==> src/rtl/pws_defs.vh <==
// Constants for the peripheral watchdog and status block
`ifndef PWS_DEFS_VH
`define PWS_DEFS_VH

// ****************************************
// Timing
// ****************************************
`define PWS_CLK_KHZ 25000
`define PWS_SW_TICK_MS 25
// Sized to their counters: 25 ms and 1000 ms at 25 MHz
`define PWS_SW_TICK_CYC 20'h98968
`define PWS_HW_WDT_MS 1000
`define PWS_HW_WDT_CYC 25'h17D7840

// ****************************************
// Command codes (first byte of a frame)
// ****************************************
`define PWS_CMD_WDT_EN 8'h20
`define PWS_CMD_SW_HIT 8'h21
`define PWS_CMD_SW_TMO 8'h22
`define PWS_CMD_RC_RD 8'h23
`define PWS_CMD_ERR_RD 8'h24

// ****************************************
// Watchdog select codes
// ****************************************
`define PWS_WSEL_BOTH 8'h00
`define PWS_WSEL_HW 8'h01
`define PWS_WSEL_SW 8'h02

// ****************************************
// Reset-cause byte
// ****************************************
`define PWS_RC_HW_RST 7
`define PWS_RC_SW_RST 6
`define PWS_RC_HW_EN 5
`define PWS_RC_SW_EN 4
`define PWS_RC_RESET 2'h2

// ****************************************
// Link-error byte
// ****************************************
`define PWS_ER_RX_WAIT 7
`define PWS_ER_COLL 6
`define PWS_ER_OVR 5
`define PWS_ER_MODE 4
`define PWS_ER_CMP 3
`define PWS_ER_RESET 5'h00

// ****************************************
// Status byte
// ****************************************
`define PWS_SB_READY 2'h1
`define PWS_SB_BUSY 2'h2
`define PWS_SB_NOCONN 2'h3

`endif

==> src/rtl/pws_core.v <==
// Watchdogs, reset cause, link errors and status byte of a peripheral card
`include "pws_defs.vh"
`default_nettype none

// Functional notes
// Enable select 0 turns on both watchdogs, 1 hardware only, 2 software only.
// Hardware watchdog is kicked internally; on timeout the card is hard reset.
// Hardware watchdog, once on, stays on until a hard reset.
// Software watchdog expiring without refresh causes a soft reset.
// Master must refresh the software watchdog before it expires.
// Master sets timeout, then enables, before refreshing.
// Refresh answers with the current count, 25 ms per unit.
// Reset cause: bit7 hard, bit6 soft, bit5 hw on, bit4 sw on.
// Reading reset cause or link errors clears the bits reported.
// Link errors: 7 waiting, 6 collision, 5 overrun, 4 mode, 3 compare.
// Status bits 7:6: 01 ready, 10 busy, 11 not connected.
// Status bit 5: 0 end device, 1 router.
// Status bit 4 set while any link error is flagged.
// Status bits 3:2 are card specific.
// Status bit 1: previous command accepted 0, not executed 1.
// Status bit 0 set when either watchdog has expired.
// Status sent in a frame describes the preceding command.
// Timeout 0.025 to 6.375 s in 25 ms steps; zero disables.
// Hard reset clears everything; soft reset only the processor.
// Count reloads on refresh and decrements every 25 ms.
module pws_core #(
  parameter [19:0] SW_TICK_CYC = `PWS_SW_TICK_CYC, // Cycles per 25 ms
  parameter [24:0] HW_WDT_CYC = `PWS_HW_WDT_CYC, // Hardware watchdog period
  parameter IS_ROUTER = 0 // Responder type
) (
  input wire clk, // Card clock, 25 MHz
  input wire rst, // Hard reset, synchronous, active high
  input wire ss_n, // Link select pin, active low
  input wire sclk, // Link clock pin
  input wire mosi, // Link data in pin
  output wire miso_o, // Link data out value
  output wire miso_oe, // Link data out enable
  input wire hw_wdt_kick, // Internal hardware watchdog kick pulse
  input wire card_busy, // Card busy level
  input wire [1:0] card_bits, // Card-specific status bits
  output reg hard_reset_req, // Hard reset request, held until reset
  output reg soft_reset_req, // Soft reset pulse
  output reg hw_wdt_on, // Hardware watchdog enabled
  output reg sw_wdt_on // Software watchdog running
);

  // ****************************************
  // Command decoding
  // ****************************************
  localparam [2:0] ST_IDLE = 3'h0;
  localparam [2:0] ST_CMD = 3'h1;
  localparam [2:0] ST_ARG = 3'h2;
  localparam [2:0] ST_RPL = 3'h3;
  localparam [2:0] ST_DONE = 3'h4;

  function needs_arg;
    input [7:0] c;
    begin
      needs_arg = (c == `PWS_CMD_WDT_EN) || (c == `PWS_CMD_SW_TMO);
    end
  endfunction

  function has_reply;
    input [7:0] c;
    begin
      has_reply = (c == `PWS_CMD_SW_HIT) || (c == `PWS_CMD_RC_RD) ||
        (c == `PWS_CMD_ERR_RD);
    end
  endfunction

  // ****************************************
  // State
  // ****************************************
  reg [2:0] state_q;
  reg [7:0] cmd_q;
  reg [7:0] rpl_q;
  reg hw_en_q;
  reg sw_en_q;
  reg [7:0] sw_tmo_q;
  reg [7:0] sw_cnt_q;
  reg [19:0] tick_q;
  reg [24:0] hw_cnt_q;
  reg [1:0] rc_q;
  reg [4:0] err_q;
  reg expired_q;
  reg last_bad_q;

  wire sel;
  wire frame_start;
  wire frame_end;
  wire partial;
  wire mode_err;
  wire rx_valid;
  wire [7:0] rx_byte;
  wire tx_load;
  wire [7:0] tx_byte;

  // ****************************************
  // Link
  // ****************************************
  pws_link u_link (
    .clk(clk),
    .rst(rst),
    .ss_n_pin(ss_n),
    .sclk_pin(sclk),
    .mosi_pin(mosi),
    .tx_byte(tx_byte),
    .tx_load(tx_load),
    .miso_o(miso_o),
    .miso_oe(miso_oe),
    .sel(sel),
    .frame_start(frame_start),
    .frame_end(frame_end),
    .partial(partial),
    .mode_err(mode_err),
    .rx_valid(rx_valid),
    .rx_byte(rx_byte)
  );

  // ****************************************
  // Status and reply bytes
  // ****************************************
  wire sw_run = sw_en_q && (sw_tmo_q != 8'h00);
  wire [1:0] sb_state = card_busy ? `PWS_SB_BUSY : `PWS_SB_READY;
  wire sb_router = (IS_ROUTER != 0);
  wire [7:0] status_byte = {sb_state, sb_router, (err_q != 5'h00),
    card_bits, last_bad_q, expired_q};
  wire [7:0] rc_byte = {rc_q, hw_en_q, sw_en_q, 4'h0};
  wire [7:0] err_byte = {err_q, 3'h0};

  reg [7:0] reply_val;
  always @* begin
    case (rx_byte)
      `PWS_CMD_SW_HIT: reply_val = sw_cnt_q;
      `PWS_CMD_RC_RD: reply_val = rc_byte;
      `PWS_CMD_ERR_RD: reply_val = err_byte;
      default: reply_val = 8'h00;
    endcase
  end

  wire cmd_byte = rx_valid && (state_q == ST_CMD);
  wire arg_byte = rx_valid && (state_q == ST_ARG);
  wire rpl_done = rx_valid && (state_q == ST_RPL);
  // Status is latched at select, before this frame's command exists
  assign tx_load = frame_start | (cmd_byte && has_reply(rx_byte));
  assign tx_byte = frame_start ? status_byte : reply_val;

  // ****************************************
  // Command effects
  // ****************************************
  wire hit_cmd = cmd_byte && (rx_byte == `PWS_CMD_SW_HIT);
  wire hit_ok = hit_cmd && sw_run;
  wire en_cmd = arg_byte && (cmd_q == `PWS_CMD_WDT_EN);
  wire tmo_cmd = arg_byte && (cmd_q == `PWS_CMD_SW_TMO);
  wire en_bad = en_cmd && (rx_byte > `PWS_WSEL_SW);
  wire en_hw = en_cmd && ((rx_byte == `PWS_WSEL_BOTH) || (rx_byte == `PWS_WSEL_HW));
  wire en_sw = en_cmd && ((rx_byte == `PWS_WSEL_BOTH) || (rx_byte == `PWS_WSEL_SW));
  wire rc_read = rpl_done && (cmd_q == `PWS_CMD_RC_RD);
  wire err_read = rpl_done && (cmd_q == `PWS_CMD_ERR_RD);

  // ****************************************
  // Software watchdog
  // ****************************************
  wire tick = sw_run && (tick_q == SW_TICK_CYC - 20'h00001);
  wire sw_expire = tick && (sw_cnt_q <= 8'h01) && !hit_ok;

  always @(posedge clk) begin
    if (rst) begin
      sw_en_q <= 1'b0;
      sw_tmo_q <= 8'h00;
      sw_cnt_q <= 8'h00;
      tick_q <= 20'h00000;
      soft_reset_req <= 1'b0;
      sw_wdt_on <= 1'b0;
    end else begin
      soft_reset_req <= sw_expire;
      sw_wdt_on <= sw_run;
      if (en_sw) begin
        sw_en_q <= 1'b1;
      end
      if (tmo_cmd) begin
        sw_tmo_q <= rx_byte;
      end
      if (hit_ok || en_sw || tmo_cmd) begin
        sw_cnt_q <= tmo_cmd ? rx_byte : sw_tmo_q;
        tick_q <= 20'h00000;
      end else if (!sw_run) begin
        tick_q <= 20'h00000;
      end else if (tick) begin
        tick_q <= 20'h00000;
        // Reload after expiry so the card keeps being watched
        sw_cnt_q <= sw_expire ? sw_tmo_q : sw_cnt_q - 8'h01;
      end else begin
        tick_q <= tick_q + 20'h00001;
      end
    end
  end

  // ****************************************
  // Hardware watchdog
  // ****************************************
  wire hw_expire = hw_en_q && !hard_reset_req &&
    (hw_cnt_q == HW_WDT_CYC - 25'h0000001);

  always @(posedge clk) begin
    if (rst) begin
      hw_en_q <= 1'b0;
      hw_cnt_q <= 25'h0000000;
      hard_reset_req <= 1'b0;
      hw_wdt_on <= 1'b0;
    end else begin
      hw_wdt_on <= hw_en_q;
      if (en_hw) begin
        hw_en_q <= 1'b1;
      end
      if (!hw_en_q || hw_wdt_kick || en_hw) begin
        hw_cnt_q <= 25'h0000000;
      end else if (!hard_reset_req) begin
        hw_cnt_q <= hw_cnt_q + 25'h0000001;
      end
      // Held until the reset generator answers with rst
      if (hw_expire) begin
        hard_reset_req <= 1'b1;
      end
    end
  end

  // ****************************************
  // Frame sequencing
  // ****************************************
  always @(posedge clk) begin
    if (rst) begin
      state_q <= ST_IDLE;
      cmd_q <= 8'h00;
      rpl_q <= 8'h00;
      last_bad_q <= 1'b0;
    end else begin
      if (frame_start) begin
        state_q <= ST_CMD;
      end else if (frame_end || !sel) begin
        state_q <= ST_IDLE;
      end else if (rx_valid) begin
        case (state_q)
          ST_CMD: begin
            cmd_q <= rx_byte;
            rpl_q <= reply_val;
            if (needs_arg(rx_byte)) begin
              state_q <= ST_ARG;
            end else if (has_reply(rx_byte)) begin
              state_q <= ST_RPL;
            end else begin
              state_q <= ST_DONE;
            end
          end
          ST_ARG: state_q <= ST_DONE;
          ST_RPL: state_q <= ST_DONE;
          default: state_q <= state_q;
        endcase
      end
      // Outcome of the command, reported in the next frame
      // Verdict taken at the command byte, or at the argument byte if there is one; a frame ending before its argument or reply byte sets it
      if (cmd_byte) begin
        last_bad_q <= (!needs_arg(rx_byte) && !has_reply(rx_byte)) || (hit_cmd && !sw_run);
      end else if (arg_byte) begin
        last_bad_q <= en_bad;
      end else if (frame_end && (state_q == ST_ARG || state_q == ST_RPL)) begin
        last_bad_q <= 1'b1;
      end
    end
  end

  // ****************************************
  // Reset cause, link errors, expiry flag
  // ****************************************
  wire [1:0] rc_set = {1'b0, sw_expire};
  // Only the bits the master actually saw are cleared; new events win
  wire [1:0] rc_clr = rc_read ? rpl_q[7:6] : 2'h0;
  wire [4:0] err_clr = err_read ? rpl_q[7:3] : 5'h00;
  reg [4:0] err_set;

  always @* begin
    err_set = 5'h00;
    err_set[`PWS_ER_RX_WAIT - 3] = frame_end && partial;
    err_set[`PWS_ER_COLL - 3] = frame_end && (state_q == ST_RPL);
    err_set[`PWS_ER_OVR - 3] = rx_valid && (state_q == ST_DONE);
    err_set[`PWS_ER_MODE - 3] = mode_err;
    err_set[`PWS_ER_CMP - 3] = en_bad;
  end

  always @(posedge clk) begin
    if (rst) begin
      rc_q <= `PWS_RC_RESET;
      err_q <= `PWS_ER_RESET;
      expired_q <= 1'b0;
    end else begin
      rc_q <= (rc_q & ~rc_clr) | rc_set;
      err_q <= (err_q & ~err_clr) | err_set;
      if (sw_expire || hw_expire) begin
        expired_q <= 1'b1;
      end else if (rc_read) begin
        expired_q <= 1'b0;
      end
    end
  end

endmodule

`default_nettype wire

==> src/rtl/pws_link.v <==
// Serial link slave: pin synchronisers, byte shifter, frame events
`default_nettype none

module pws_link (
  input wire clk, // Card clock
  input wire rst, // Synchronous reset, active high
  input wire ss_n_pin, // Select pin, active low
  input wire sclk_pin, // Link clock pin
  input wire mosi_pin, // Data in pin
  input wire [7:0] tx_byte, // Byte to send next
  input wire tx_load, // Load tx_byte into the shifter
  output wire miso_o, // Data out pin value
  output reg miso_oe, // Data out pin enable
  output reg sel, // Filtered select level
  output reg frame_start, // Pulse at select assertion
  output reg frame_end, // Pulse at select release
  output reg partial, // Frame ended inside a byte
  output reg mode_err, // Pulse: link clock high at select
  output reg rx_valid, // Pulse: byte received
  output reg [7:0] rx_byte // Received byte
);

  reg [2:0] ss_s;
  reg [2:0] ck_s;
  reg [2:0] mo_s;
  reg ck_f;
  reg mo_f;
  reg [2:0] bit_q;
  reg [7:0] rx_sh;
  reg [7:0] tx_sh;

  // A change counts once the second and third stages agree
  wire ss_fall = ~ss_s[1] & ~ss_s[2] & ~sel;
  wire ss_rise = ss_s[1] & ss_s[2] & sel;
  wire ck_rise = ck_s[1] & ck_s[2] & ~ck_f;
  wire ck_fall = ~ck_s[1] & ~ck_s[2] & ck_f;
  wire mo_cur = (mo_s[1] == mo_s[2]) ? mo_s[1] : mo_f;

  assign miso_o = tx_sh[7];

  always @(posedge clk) begin
    if (rst) begin
      ss_s <= 3'h7;
      ck_s <= 3'h0;
      mo_s <= 3'h0;
      ck_f <= 1'b0;
      mo_f <= 1'b0;
      sel <= 1'b0;
      miso_oe <= 1'b0;
      frame_start <= 1'b0;
      frame_end <= 1'b0;
      partial <= 1'b0;
      mode_err <= 1'b0;
      rx_valid <= 1'b0;
      rx_byte <= 8'h00;
      bit_q <= 3'h0;
      rx_sh <= 8'h00;
      tx_sh <= 8'h00;
    end else begin
      ss_s <= {ss_s[1:0], ss_n_pin};
      ck_s <= {ck_s[1:0], sclk_pin};
      mo_s <= {mo_s[1:0], mosi_pin};
      mo_f <= mo_cur;
      frame_start <= ss_fall;
      frame_end <= ss_rise;
      mode_err <= ss_fall & ck_f;
      rx_valid <= 1'b0;
      if (ss_rise) begin
        partial <= (bit_q != 3'h0);
      end
      if (ss_fall) begin
        sel <= 1'b1;
        miso_oe <= 1'b1;
        bit_q <= 3'h0;
      end else if (ss_rise) begin
        sel <= 1'b0;
        miso_oe <= 1'b0;
      end
      if (ck_rise) begin
        ck_f <= 1'b1;
      end else if (ck_fall) begin
        ck_f <= 1'b0;
      end
      // Mode 0: sample on rising edge, shift out on falling edge
      if (sel && ck_rise) begin
        rx_sh <= {rx_sh[6:0], mo_cur};
        bit_q <= bit_q + 3'h1;
        if (bit_q == 3'h7) begin
          rx_valid <= 1'b1;
          rx_byte <= {rx_sh[6:0], mo_cur};
        end
      end
      if (tx_load) begin
        tx_sh <= tx_byte;
      end else if (sel && ck_fall && bit_q != 3'h0) begin
        tx_sh <= {tx_sh[6:0], 1'b0};
      end
    end
  end

endmodule

`default_nettype wire

==> config.mk <==
export PLATFORM = sky130hd
export DESIGN_NAME = pws_core
export DESIGN_NICKNAME = d
export VERILOG_FILES = /design/src/rtl/pws_core.v /design/src/rtl/pws_link.v
export VERILOG_INCLUDE_DIRS = /design/src /design/src/rtl
export SDC_FILE = /design/constraint.sdc
export NUM_CORES = 1
export LEC_CHECK = 0
export ABC_CLOCK_PERIOD_IN_PS = 4600
export BUFFER_PORTS_ARGS = -buffer_cell sky130_fd_sc_hd__buf_2
export CORE_MARGIN = 3
export CORE_UTILIZATION = 35
export CTS_CLUSTER_SIZE = 30
export DETAILED_ROUTE_END_ITERATION = 12
export HOLD_SLACK_MARGIN = 0.03
export PLACE_DENSITY = 0.62
export REMOVE_ABC_BUFFERS = 1
export SYNTH_ARGS = -nofsm -noshare
export SYNTH_HDL_FRONTEND = slang
export SYNTH_HIERARCHICAL = 1
export SYNTH_SLANG_ARGS = --single-unit
==> constraint.sdc <==
create_clock -name clk -period 4.6 [get_ports clk]
set_input_delay 0.46 -clock clk [delete_from_list [all_inputs] [get_ports clk]]
set_output_delay 0.46 -clock clk [all_outputs]
set_load 0.02 [all_outputs]
==> results of run 1 <==
[path summary, 6_finish.rpt]
path                            slack (ns)        endpoint             from
worst max-delay path                  1.80       tick_q[5]  u_link/rx_valid
worst min-delay path                  0.23  u_link/ss_s[0]             ss_n
worst max register to register        1.80       tick_q[5]  u_link/rx_valid
worst min register to register        0.41  u_link/ss_s[1]   u_link/ss_s[0]
[cell type report]
class	instances	area (µm²)	share of cell area (%)
multi-input combinational	531	3157	45.34
sequential	135	2703	38.81
clock buffer	19	452.9	6.505
tap	220	275.3	3.953
clock inverter	10	192.7	2.767
timing repair buffer	18	100.1	1.438
inverter	22	82.58	1.186
[Yosys cell counts (3+ instances only)]
cell	instances
nor4_1	11
mux2_2	4
a21oi_1	43
nor2b_1	12
buf_2	9
o21a_1	3
a22o_1	4
and3_1	5
clkbuf_1	22
a221oi_2	7
mux2i_1	11
nor2_1	106
a22oi_1	5
nand3_1	27
nand4_1	12
or3_1	7
and2_1	6
dfxtp_1	135
a211oi_1	9
nand2b_1	4
buf_4	4
ha_1	7
inv_1	22
nand2_1	84
nor3_1	22
or2_2	6
nand4b_1	3
a21o_1	3
xor2_1	32
or4_1	7
o21ai_0	25
o211ai_1	3
a31oi_1	10
xnor2_1	14
[registers in the layout, summed over array words and instances, names as in the netlist, 2 cells and up]
name and flops:
rpl_q 5, u_link/mo_s 3, u_link/rx_byte 8, rc_q 2, tick_q 20, hw_cnt_q 25
state_q 3, err_q 5, u_link/ck_s 3, u_link/rx_sh 7, cmd_q 8, sw_cnt_q 8
sw_tmo_q 8, u_link/tx_sh 8, u_link/bit_q 3, u_link/ss_s 3
[power breakdown]
part / internal, mW / switching, mW / leakage [nW] / total [mW]
Sequential: 1.17 / 0.00233 / 1.09 / 1.18
Clock: 0.988 / 0.507 / 0.312 / 1.50
Combinational: 0.00692 / 0.0163 / 0.984 / 0.0233
Total: 2.17 / 0.526 / 2.38 / 2.69
[logic make-up after synthesis]
kind of cell | Yosys count | share of synthesized area (%)
compound gates | 128 | 13.95
xor+xnor | 46 | 6.557
fa+ha+maj | 8 | 1.588
buf+inv | 62 | 4.643
flops | 135 | 43.98
mux | 15 | 2.525
simple gates | 334 | 26.76
[layer usage]
metal	GRT usage [%]	vias to the layer above	wire length [µm]
li1	-	2529	-
met1	18.39	2278	6571
met2	22.05	63	6069
met3	3.315	14	357
met4	5.668	0	209
met5	0	-	0
[metrics by stage]
stage	total power, mW	utilization [%]
4_1_cts	2.726	41.26
3_3_place_gp	1.224	37.43
5_1_grt	2.775	41.26
6_report	2.694	41.26
2_1_floorplan	1.205	-
3_5_place_dp	1.224	37.43
==> impl_results.md, run 1 <==
* Row count at 47
* Synth area leader: dfxtp_1
* Final Hold Fails at 0
* Design area at 6963 µm²
* Setup TNS at 0 ns
* Crit path depth at 5
* Hold buffers post-CTS at 0
* Worst EP arrival at 3.07 ns
* CTS tree: built
* Sequential-to-total area share from yosys stat at 43.98%
* H-tree depth at 4
* Clk Latency, worst-skew pair at 0.42 ns
* CTS Buf Count at 17
* Die H at 138.5 µm
* Gate Count Post-Synth at 728
* Worst path buffer plus inverter count at 0
* Most common cell after layout, fill and taps aside: dfxtp_1
* Max stage delay on crit path at 0.63 ns
* TritonRoute pass-1 iters at 7
* VDD IR max at 0.2494 mV
* Critical path, cell by cell: or4b_1 -> or4_1 -> o22ai_1 -> or4_1 -> nor2_1
* Max-Cap Viols at 0
* Most frequent cells in the layout: 135 x dfxtp_1, 106 x nor2_1, 84 x nand2_1
* Hold path depth at 2
* Clk slew on worst S/H paths at 0.06 ns
* Ports at 15
* Nets@finish at 741
* Fraction of registers with async set/reset at 0%
* Clock skew at 0.01064 ns
* R2R cell count at 5
* Initial Util at 36.41%
* Wire length per cell at 13.83 µm
* Ant. Diodes at 0
* Highest clock rate at 357.0 MHz
* Share of cells above drive strength 1 at 9.796%
* Worst EP required at 4.87 ns
* Tcrit/Tclk final at 60.90%
* HPWL Detailed at 9247 µm
* GRT overflow at 0
* Area contributors post-synth: dfxtp_1 44%, nor2_1 6.5%, nand2_1 5.1%
* GPL Wtd Cong at 0.8048
* WS Path Type: reg -> reg
* Fin cells at 955
* Fillers at 1698
* Iter 0 DRT Violations at 224
* Die ar. at 19180 µm²
* Worst min-delay path class: in -> reg
* Core Region at 16880 µm²
* DP Worst Slack at 1.788 ns
* Crit-path most repeated cell: or4_1
* Via count at 4884
* Synth top area share at 43.98%
* Placed inst area at 6317 µm²
* Number of I/O port buffers at 14
* Endpoint type of the worst setup path: flop
* Status: finished clean
* PostCTS Resize Cnt at 0
* Mean post-synth cell area at 8.440 µm²
* Top delay family on crit path: simple AND/OR/NAND/NOR gates
* WL final at 13210 µm
* Global-route wire length before repair at 22370 µm
* Leakage power at 2.385 nW
* Initial antenna violation count at 0
* Top_reg_cell synth: dfxtp_1
* Final setup violation count at 0
* Max Root-Sink Buffers at 2
* Die width at 138.5 µm
* Max-slew headroom at 30.37%
* Worst-Margin Slew at 1.035 ns
* Final Max Tran Viols at 0
* Area growth syn-to-layout at 13.32%
* Unrepaired setup endpoints after global routing: no
* Dpl cells at 926
* Vias per inst at 5.114
* Worst setup slack after layout at 1.799 ns
* Pin count of the biggest net entering global routing at 47
* Post-Syn Area at 6145 µm²
* Slowest CP cell: or4_1
* Clock root buffer: clkbuf_16
* # clock sinks at 135
* Post-route DRC at 0
* PwrDens at 386.8 nW/µm²
* Setup Buffers After CTS at 0
* CP Max Fanout at 20
* Number of synthesized register bits at 135
* Final hold slack at 0.2317 ns
* Total global-route track usage at 13.95%
* Yosys cell types at 66
* Number of synthesized flops with an enable pin at 0
* ANT nets after route at 0
* Tmin final at 2.801 ns
* Vias in the first global route at 4553
* Yosys warns at 6
* Crit path launch type: flop
Note: power is estimated with default switching activity, not from simulation.
==> inputs of run 2 (changes only) <==
--- a/config.mk
+++ b/config.mk
@@ -6,14 +6,14 @@
 export SDC_FILE = /design/constraint.sdc
 export NUM_CORES = 1
 export LEC_CHECK = 0
-export ABC_CLOCK_PERIOD_IN_PS = 4600
+export ABC_CLOCK_PERIOD_IN_PS = 2250
 export BUFFER_PORTS_ARGS = -buffer_cell sky130_fd_sc_hd__buf_2
 export CORE_MARGIN = 3
 export CORE_UTILIZATION = 35
 export CTS_CLUSTER_SIZE = 30
 export DETAILED_ROUTE_END_ITERATION = 12
 export HOLD_SLACK_MARGIN = 0.03
-export PLACE_DENSITY = 0.62
+export PLACE_DENSITY = 0.63
 export REMOVE_ABC_BUFFERS = 1
 export SYNTH_ARGS = -nofsm -noshare
 export SYNTH_HDL_FRONTEND = slang
==> constraint.sdc (replaced) <==
create_clock -name clk -period 2.25 [get_ports clk]
set_input_delay 0.225 -clock clk [delete_from_list [all_inputs] [get_ports clk]]
set_output_delay 0.225 -clock clk [all_outputs]
set_load 0.02 [all_outputs]
==> impl_results.md, run 2 (synthesis results as in run 1) <==
* Status: finished, violations left
* Failing checks: negative setup slack
* WL final at 14660 µm (+11%)
* GPL Wtd Cong at 0.8451 (+5.0%)
* Top layer in use: met4
* Biggest regs: hw_cnt_q: 25 flops, tick_q: 20 flops
* Total global-route track usage at 15.03% (+1.1 points)
* Share of cells above drive strength 1 at 20.66% (+11 points)
* Tcrit/Tclk final at 100.1% (+39 points)
* TritonRoute pass-1 iters at 4 (-3)
* Ant. Diodes at 0 (unchanged)
* Worst EP required at 2.56 ns (-2.31 ns)
* Clock share of power at 51.3% (-4.2 points)
* Vias in the first global route at 4832 (+6.1%)
* Int Pwr at 3.861 mW (+78%)
* Met3 wire len at 549 µm (+54%)
* Core Util, Final at 45.67% (+4.4 points)
* Dpl cells at 998 (+7.8%)
* R2r startpoint: cmd_q[4]
* Endpoint type of the worst setup path: flop
* Core Region at 16880 µm² (unchanged)
* Reg2Reg Capture Point: sw_cnt_q[1]
* Setup TNS at -0.003687 ns (-0.003687 ns)
* Initial antenna violation count at 0 (unchanged)
* GRT overflow at 0 (unchanged)
* Max Root-Sink Buffers at 2 (unchanged)
* PwrDens at 654.1 nW/µm² (+69%)
* Worst setup slack after layout at -0.001902 ns (-1.801 ns)
* Overall power after layout at 5.042 mW (+87%)
* Highest clock rate at 444.1 MHz (+24%)
* Area growth syn-to-layout at 25.45%
* H-tree depth at 4 (unchanged)
* Final hold slack at 0.1592 ns (-0.07248 ns)
* Nets@finish at 821 (+11%)
* Iter 0 DRT Violations at 261 (+17%)
* Die ar. at 19180 µm² (unchanged)
* Net Switching at 1.181 mW (+120%)
* WHS Endpoint: u_link/tx_sh[3]
* Hold path depth at 5 (+3)
* Routed wire length on met2 at 6904 µm (+14%)
* Worst EP arrival at 2.56 ns (-0.51 ns)
* Tmin final at 2.252 ns (-0.5494 ns)
* # clock sinks at 135 (unchanged)
* Number of I/O port buffers at 14 (unchanged)
* Pin count of the biggest net entering global routing at 27 (-43%)
* Ports at 15 (unchanged)
* Clk Latency, worst-skew pair at 0.42 ns (about the same)
* Most frequent cells in the layout: 133 x dfxtp_1, 105 x nor2_1, 84 x nand2_1
* Clock root buffer: clkbuf_16
* Max-slew headroom at 59.71% (+29 points)
* Worst-Margin Slew at 0.5988 ns (-0.4360 ns)
* CTS Buf Count at 17 (unchanged)
* Die H at 138.5 µm (unchanged)
* Via count at 5206 (+6.6%)
* WS Path Type: reg -> reg
* Post-Route M1 WL at 7058 µm (+7.4%)
* Initial Util at 36.41% (unchanged)
* Top reg by flops: hw_cnt_q
* Leakage power at 2.807 nW (+18%)
* Clock skew at 0.01228 ns (+0.001640 ns)
* CP Max Fanout at 8 (-60%)
* Most common cell after layout, fill and taps aside: dfxtp_1
* Reg power frac at 47.6% (+4.0 points)
* Post-route DRC at 0 (unchanged)
* CTS tree: built
* Max-Cap Viols at 0 (unchanged)
* Sw frac at 23.43% (+3.9 points)
* Logic pwr share at 1.1% (+0.2 points)
* Largest register FFs at 25 (unchanged)
* Global-route wire length before repair at 23910 µm (+6.9%)
* Unrepaired setup endpoints after global routing: yes
* Hold Crit Start: card_bits[1]
* R2R cell count at 6 (+1)
* Worst min-delay path class: in -> reg
* Crit path launch type: flop
* Clk slew on worst S/H paths at 0.06 ns (about the same)
* Final setup violation count at 2 (+2)
* ANT nets after route at 0 (unchanged)
* Row count at 47 (unchanged)
* Reg-to-reg slack, setup at -0.002 ns (-1.80 ns)
* Final Hold Fails at 0 (unchanged)
* Wire length per cell at 14.12 µm (+2.1%)
* VDD IR max at 0.5328 mV (+110%)
* Vias per inst at 5.015 (-1.9%)
* Final Max Tran Viols at 0 (unchanged)
* Die width at 138.5 µm (unchanged)
* Fin cells at 1038 (+8.7%)
* HPWL Detailed at 10170 µm (+9.9%)
run 2: cell count changes in the layout (fill, tap and decap cells not counted), moves of 3 or more:
cell | previous run | this run
buf_12 | 0 | 5
buf_4 | 4 | 67
buf_6 | 0 | 8
bufinv_16 | 5 | 0
clkinv_4 | 1 | 4
dlygate4sd3_1 | 0 | 3
or4_1 | 7 | 3
or4_4 | 0 | 4
run 2: worst max-delay path by stage:
stage                              end  slack, ns     start
after detailed placement   sw_cnt_q[2]      -0.15  cmd_q[3]
after global routing       sw_cnt_q[7]      -0.07  cmd_q[4]
final                      sw_cnt_q[1]     -0.002  cmd_q[4]
after floorplan             tick_q[10]      -0.14  cmd_q[3]
after global placement    hw_cnt_q[14]      -0.13  cmd_q[3]
after CTS                  hw_cnt_q[0]      -0.03  cmd_q[0]
run 2: area by class of cell:
| type | count | area (µm²) |
|---|---|---|
| clock inverters | 13 | 113.9 |
| clock buffers | 19 | 432.9 |
| repair buffers | 98 | 820.8 |
| fillers | 1636 | 9169 |
| flip-flops and latches | 135 | 2705 |
| multi-input cells | 531 | 3278 |
| well taps | 220 | 275.3 |
| inverters | 22 | 82.58 |
run 2: timing repair:
item | CTS | global route
hold buffers | 3 | 0
buffers inserted | 1 | 4
endpoints found under the hold margin | 3 | 0
endpoints found under the setup margin | 56 | 50
cloned | 1 | 0
gates resized for setup | 19 | 17
pin swaps | 3 | 15
run 2: layer usage:
layer / up-vias / track usage, %
li1: 2705 / -
met1: 2417 / 20.36
met2: 72 / 23.46
met3: 12 / 3.833
met4: 0 / 5.044
met5: - / 0
run 2: power groups by stage:
stage	Clock [mW]	Sequential, mW	Combinational, mW
after CTS	2.64	2.40	0.0548
after floorplan	0	2.45	0.0102
final	2.59	2.40	0.0544
after global placement	0	2.45	0.0504
after detailed placement	0	2.46	0.0506
after global routing	2.75	2.40	0.0598
run 2: critical path, stage by stage, from the launching register on:
cell	delay [ns]
dfxtp_1	0.31
or4b_4	0.53
or4_4	0.50
or2_4	0.33
mux2i_1	0.19
nor2_1	0.08
a22o_1	0.21
run 2: metrics by stage:
step / setup WS [ns] / area, µm²
CTS: -0.02868 / 7587
detailed placement: -0.1525 / 6883
floorplan: -0.1409 / 5942
global placement: -0.1286 / 6883
finish: -0.001902 / 7709
global route: -0.06764 / 7709
==> inputs of run 3 (changes only) <==
--- a/config.mk
+++ b/config.mk
@@ -6,14 +6,13 @@
 export SDC_FILE = /design/constraint.sdc
 export NUM_CORES = 1
 export LEC_CHECK = 0
-export ABC_CLOCK_PERIOD_IN_PS = 2250
 export BUFFER_PORTS_ARGS = -buffer_cell sky130_fd_sc_hd__buf_2
 export CORE_MARGIN = 3
 export CORE_UTILIZATION = 35
 export CTS_CLUSTER_SIZE = 30
 export DETAILED_ROUTE_END_ITERATION = 12
 export HOLD_SLACK_MARGIN = 0.03
-export PLACE_DENSITY = 0.63
+export PLACE_DENSITY = 0.62
 export REMOVE_ABC_BUFFERS = 1
 export SYNTH_ARGS = -nofsm -noshare
 export SYNTH_HDL_FRONTEND = slang
==> constraint.sdc (replaced) <==
create_clock -name clk -period 2.37 [get_ports clk]
set_input_delay 0.237 -clock clk [delete_from_list [all_inputs] [get_ports clk]]
set_output_delay 0.237 -clock clk [all_outputs]
set_load 0.02 [all_outputs]
==> impl_results.md, run 3 (synthesis results as in run 1) <==
* Status: finished clean
* Largest register FFs at 25 (unchanged)
* Unrepaired setup endpoints after global routing: yes
* Worst setup slack after layout at 0.02463 ns (+0.02653 ns)
* Vias in the first global route at 4908 (+1.6%)
* Area growth syn-to-layout at 20.83%
* GRT overflow at 0 (unchanged)
* # clock sinks at 135 (unchanged)
* TritonRoute pass-1 iters at 5 (+1)
* Final hold slack at 0.04080 ns (-0.1184 ns)
* Reg2Reg Capture Point: sw_cnt_q[2]
* Overall power after layout at 4.722 mW (-6.3%)
* Core Region at 16880 µm² (unchanged)
* PwrDens at 636.0 nW/µm² (-2.8%)
* Nets@finish at 800 (-2.6%)
* Global-route wire length before repair at 23920 µm (about the same)
* CP Max Fanout at 7 (-1)
* Die width at 138.5 µm (unchanged)
* Top reg by flops: hw_cnt_q
* ANT nets after route at 0 (unchanged)
* Clock root buffer: clkbuf_16
* Total global-route track usage at 14.91% (-0.13 points)
* Worst EP arrival at 2.62 ns (+0.06 ns)
* Tmin final at 2.345 ns (+0.09347 ns)
* Post-route DRC at 0 (unchanged)
* Max Root-Sink Buffers at 2 (unchanged)
* Final setup violation count at 0 (-2)
* Wire length per cell at 13.92 µm (-1.5%)
* Tcrit/Tclk final at 98.96% (-1.1 points)
* Vias per inst at 5.102 (+1.7%)
* Reg-to-reg slack, setup at 0.02 ns (+0.03 ns)
* Max-slew headroom at 53.46% (-6.2 points)
* Via count at 5184 (-0.42%)
* Clock skew at 0.01080 ns (-0.001477 ns)
* Initial Util at 36.41% (unchanged)
* Iter 0 DRT Violations at 352 (+35%)
* Pin count of the biggest net entering global routing at 47 (+74%)
* Endpoint type of the worst setup path: flop
* Worst EP required at 2.64 ns (+0.08 ns)
* HPWL Detailed at 10030 µm (-1.3%)
* Leakage power at 2.665 nW (-5.1%)
* Ant. Diodes at 0 (unchanged)
* CTS Buf Count at 17 (unchanged)
* Worst min-delay path class: in -> reg
* Number of I/O port buffers at 14 (unchanged)
* H-tree depth at 4 (unchanged)
* Worst-Margin Slew at 0.6923 ns (+0.09350 ns)
* Max-Cap Viols at 0 (unchanged)
* Share of cells above drive strength 1 at 18.47% (-2.2 points)
* Biggest regs: hw_cnt_q: 25 flops, tick_q: 20 flops
* Clk slew on worst S/H paths at 0.06 ns (about the same)
* Final Hold Fails at 0 (unchanged)
* VDD IR max at 0.4835 mV (-9.3%)
* Clk Latency, worst-skew pair at 0.41 ns (about the same)
* Die ar. at 19180 µm² (unchanged)
* Crit path from: cmd_q[4]
* Initial antenna violation count at 0 (unchanged)
* WL final at 14140 µm (-3.6%)
* DP Worst Slack at -0.1271 ns (+0.02537 ns)
* CTS tree: built
* WS Path Type: reg -> reg
* Row count at 47 (unchanged)
* Die H at 138.5 µm (unchanged)
* Highest clock rate at 426.4 MHz (-4.0%)
* Final Max Tran Viols at 0 (unchanged)
* GPL Wtd Cong at 0.8315 (-1.6%)
* Most common cell after layout, fill and taps aside: dfxtp_1
* Crit path to: sw_cnt_q[2]
* Most frequent cells in the layout: 133 x dfxtp_1, 105 x nor2_1, 84 x nand2_1
* R2R cell count at 6 (unchanged)
* Crit path launch type: flop
* R2r startpoint: cmd_q[4]
* Ports at 15 (unchanged)
[run 3: changes by cell type in the layout (fill, tap and decap cells not counted), sizes merged]
cell         delta
clkbuf          -1
buf            -20
clkinvlp        +4
dlygate4sd3     -1
clkinv          -1
inv             -3
[run 3: per-stage QoR]
| stage | instance area, µm² | TNS (ns) | util (%) | std cells |
|---|---|---|---|---|
| after detailed placement | 6788 | -0.7434 | 40.22 | 982 |
| final | 7425 | 0 | 43.99 | 1016 |
| after floorplan | 5942 | -0.3761 | - | 688 |
| after global placement | 6788 | -0.1189 | 40.22 | 982 |
| after global routing | 7425 | -0.03308 | 43.99 | 1016 |
| after CTS | 7362 | 0 | 43.62 | 1015 |
[run 3: how the worst min path moves through the flow]
stage                               from         endpoint  slack (ns)  cells after the start
after floorplan                      rst  u_link/bit_q[0]        0.30                      1
after global placement    u_link/ss_s[0]   u_link/ss_s[1]        0.40                      1
after detailed placement  u_link/ss_s[0]   u_link/ss_s[1]        0.40                      1
after CTS                           sclk   u_link/ck_s[0]        0.03                      2
after global routing                sclk   u_link/ck_s[0]        0.06                      2
final                               sclk   u_link/ck_s[0]        0.04                      2
[run 3: cell type report]
| cell class | count | area (µm²) |
|---|---|---|
| fillers | 1659 | 9453 |
| multi-input cells | 531 | 3222 |
| flip-flops and latches | 135 | 2705 |
| repair buffers | 77 | 601.8 |
| clock buffers | 18 | 439.2 |
| well taps | 220 | 275.3 |
| clock inverters | 13 | 98.84 |
| inverters | 22 | 82.58 |
[run 3: repair_timing]
item,4_1_cts,5_1_grt
hold buffers,2,0
endpoints found under the setup margin,32,53
endpoints found under the hold margin,2,0
resized for setup,5,12
setup buffers,0,1
pin swaps,0,1
[run 3: routing by layer]
layer  routed length, µm  part of all wire, %  up-vias  global-route usage (%)
met2                6427                   45      101                   23.69
li1                    -                    -     2648                       -
met5                   0                    0        -                       0
met1                6893                   49     2420                   20.06
met3                 639                  4.5       15                   4.144
met4                 178                  1.3        0                   3.900
[run 3: critical path: stages, from the launching register on]
cell      delay, ns
dfxtp_1        0.32
or4b_4         0.52
or4_4          0.53
or2_4          0.31
buf_4          0.16
mux2i_1        0.24
a211oi_2       0.12
[run 3: power by group]
part / switching (mW) / internal [mW] / total [mW]
Clock: 1.02 / 1.37 / 2.39
Combinational: 0.0326 / 0.0181 / 0.0507
Sequential: 0.00430 / 2.28 / 2.28
Total: 1.06 / 3.66 / 4.72
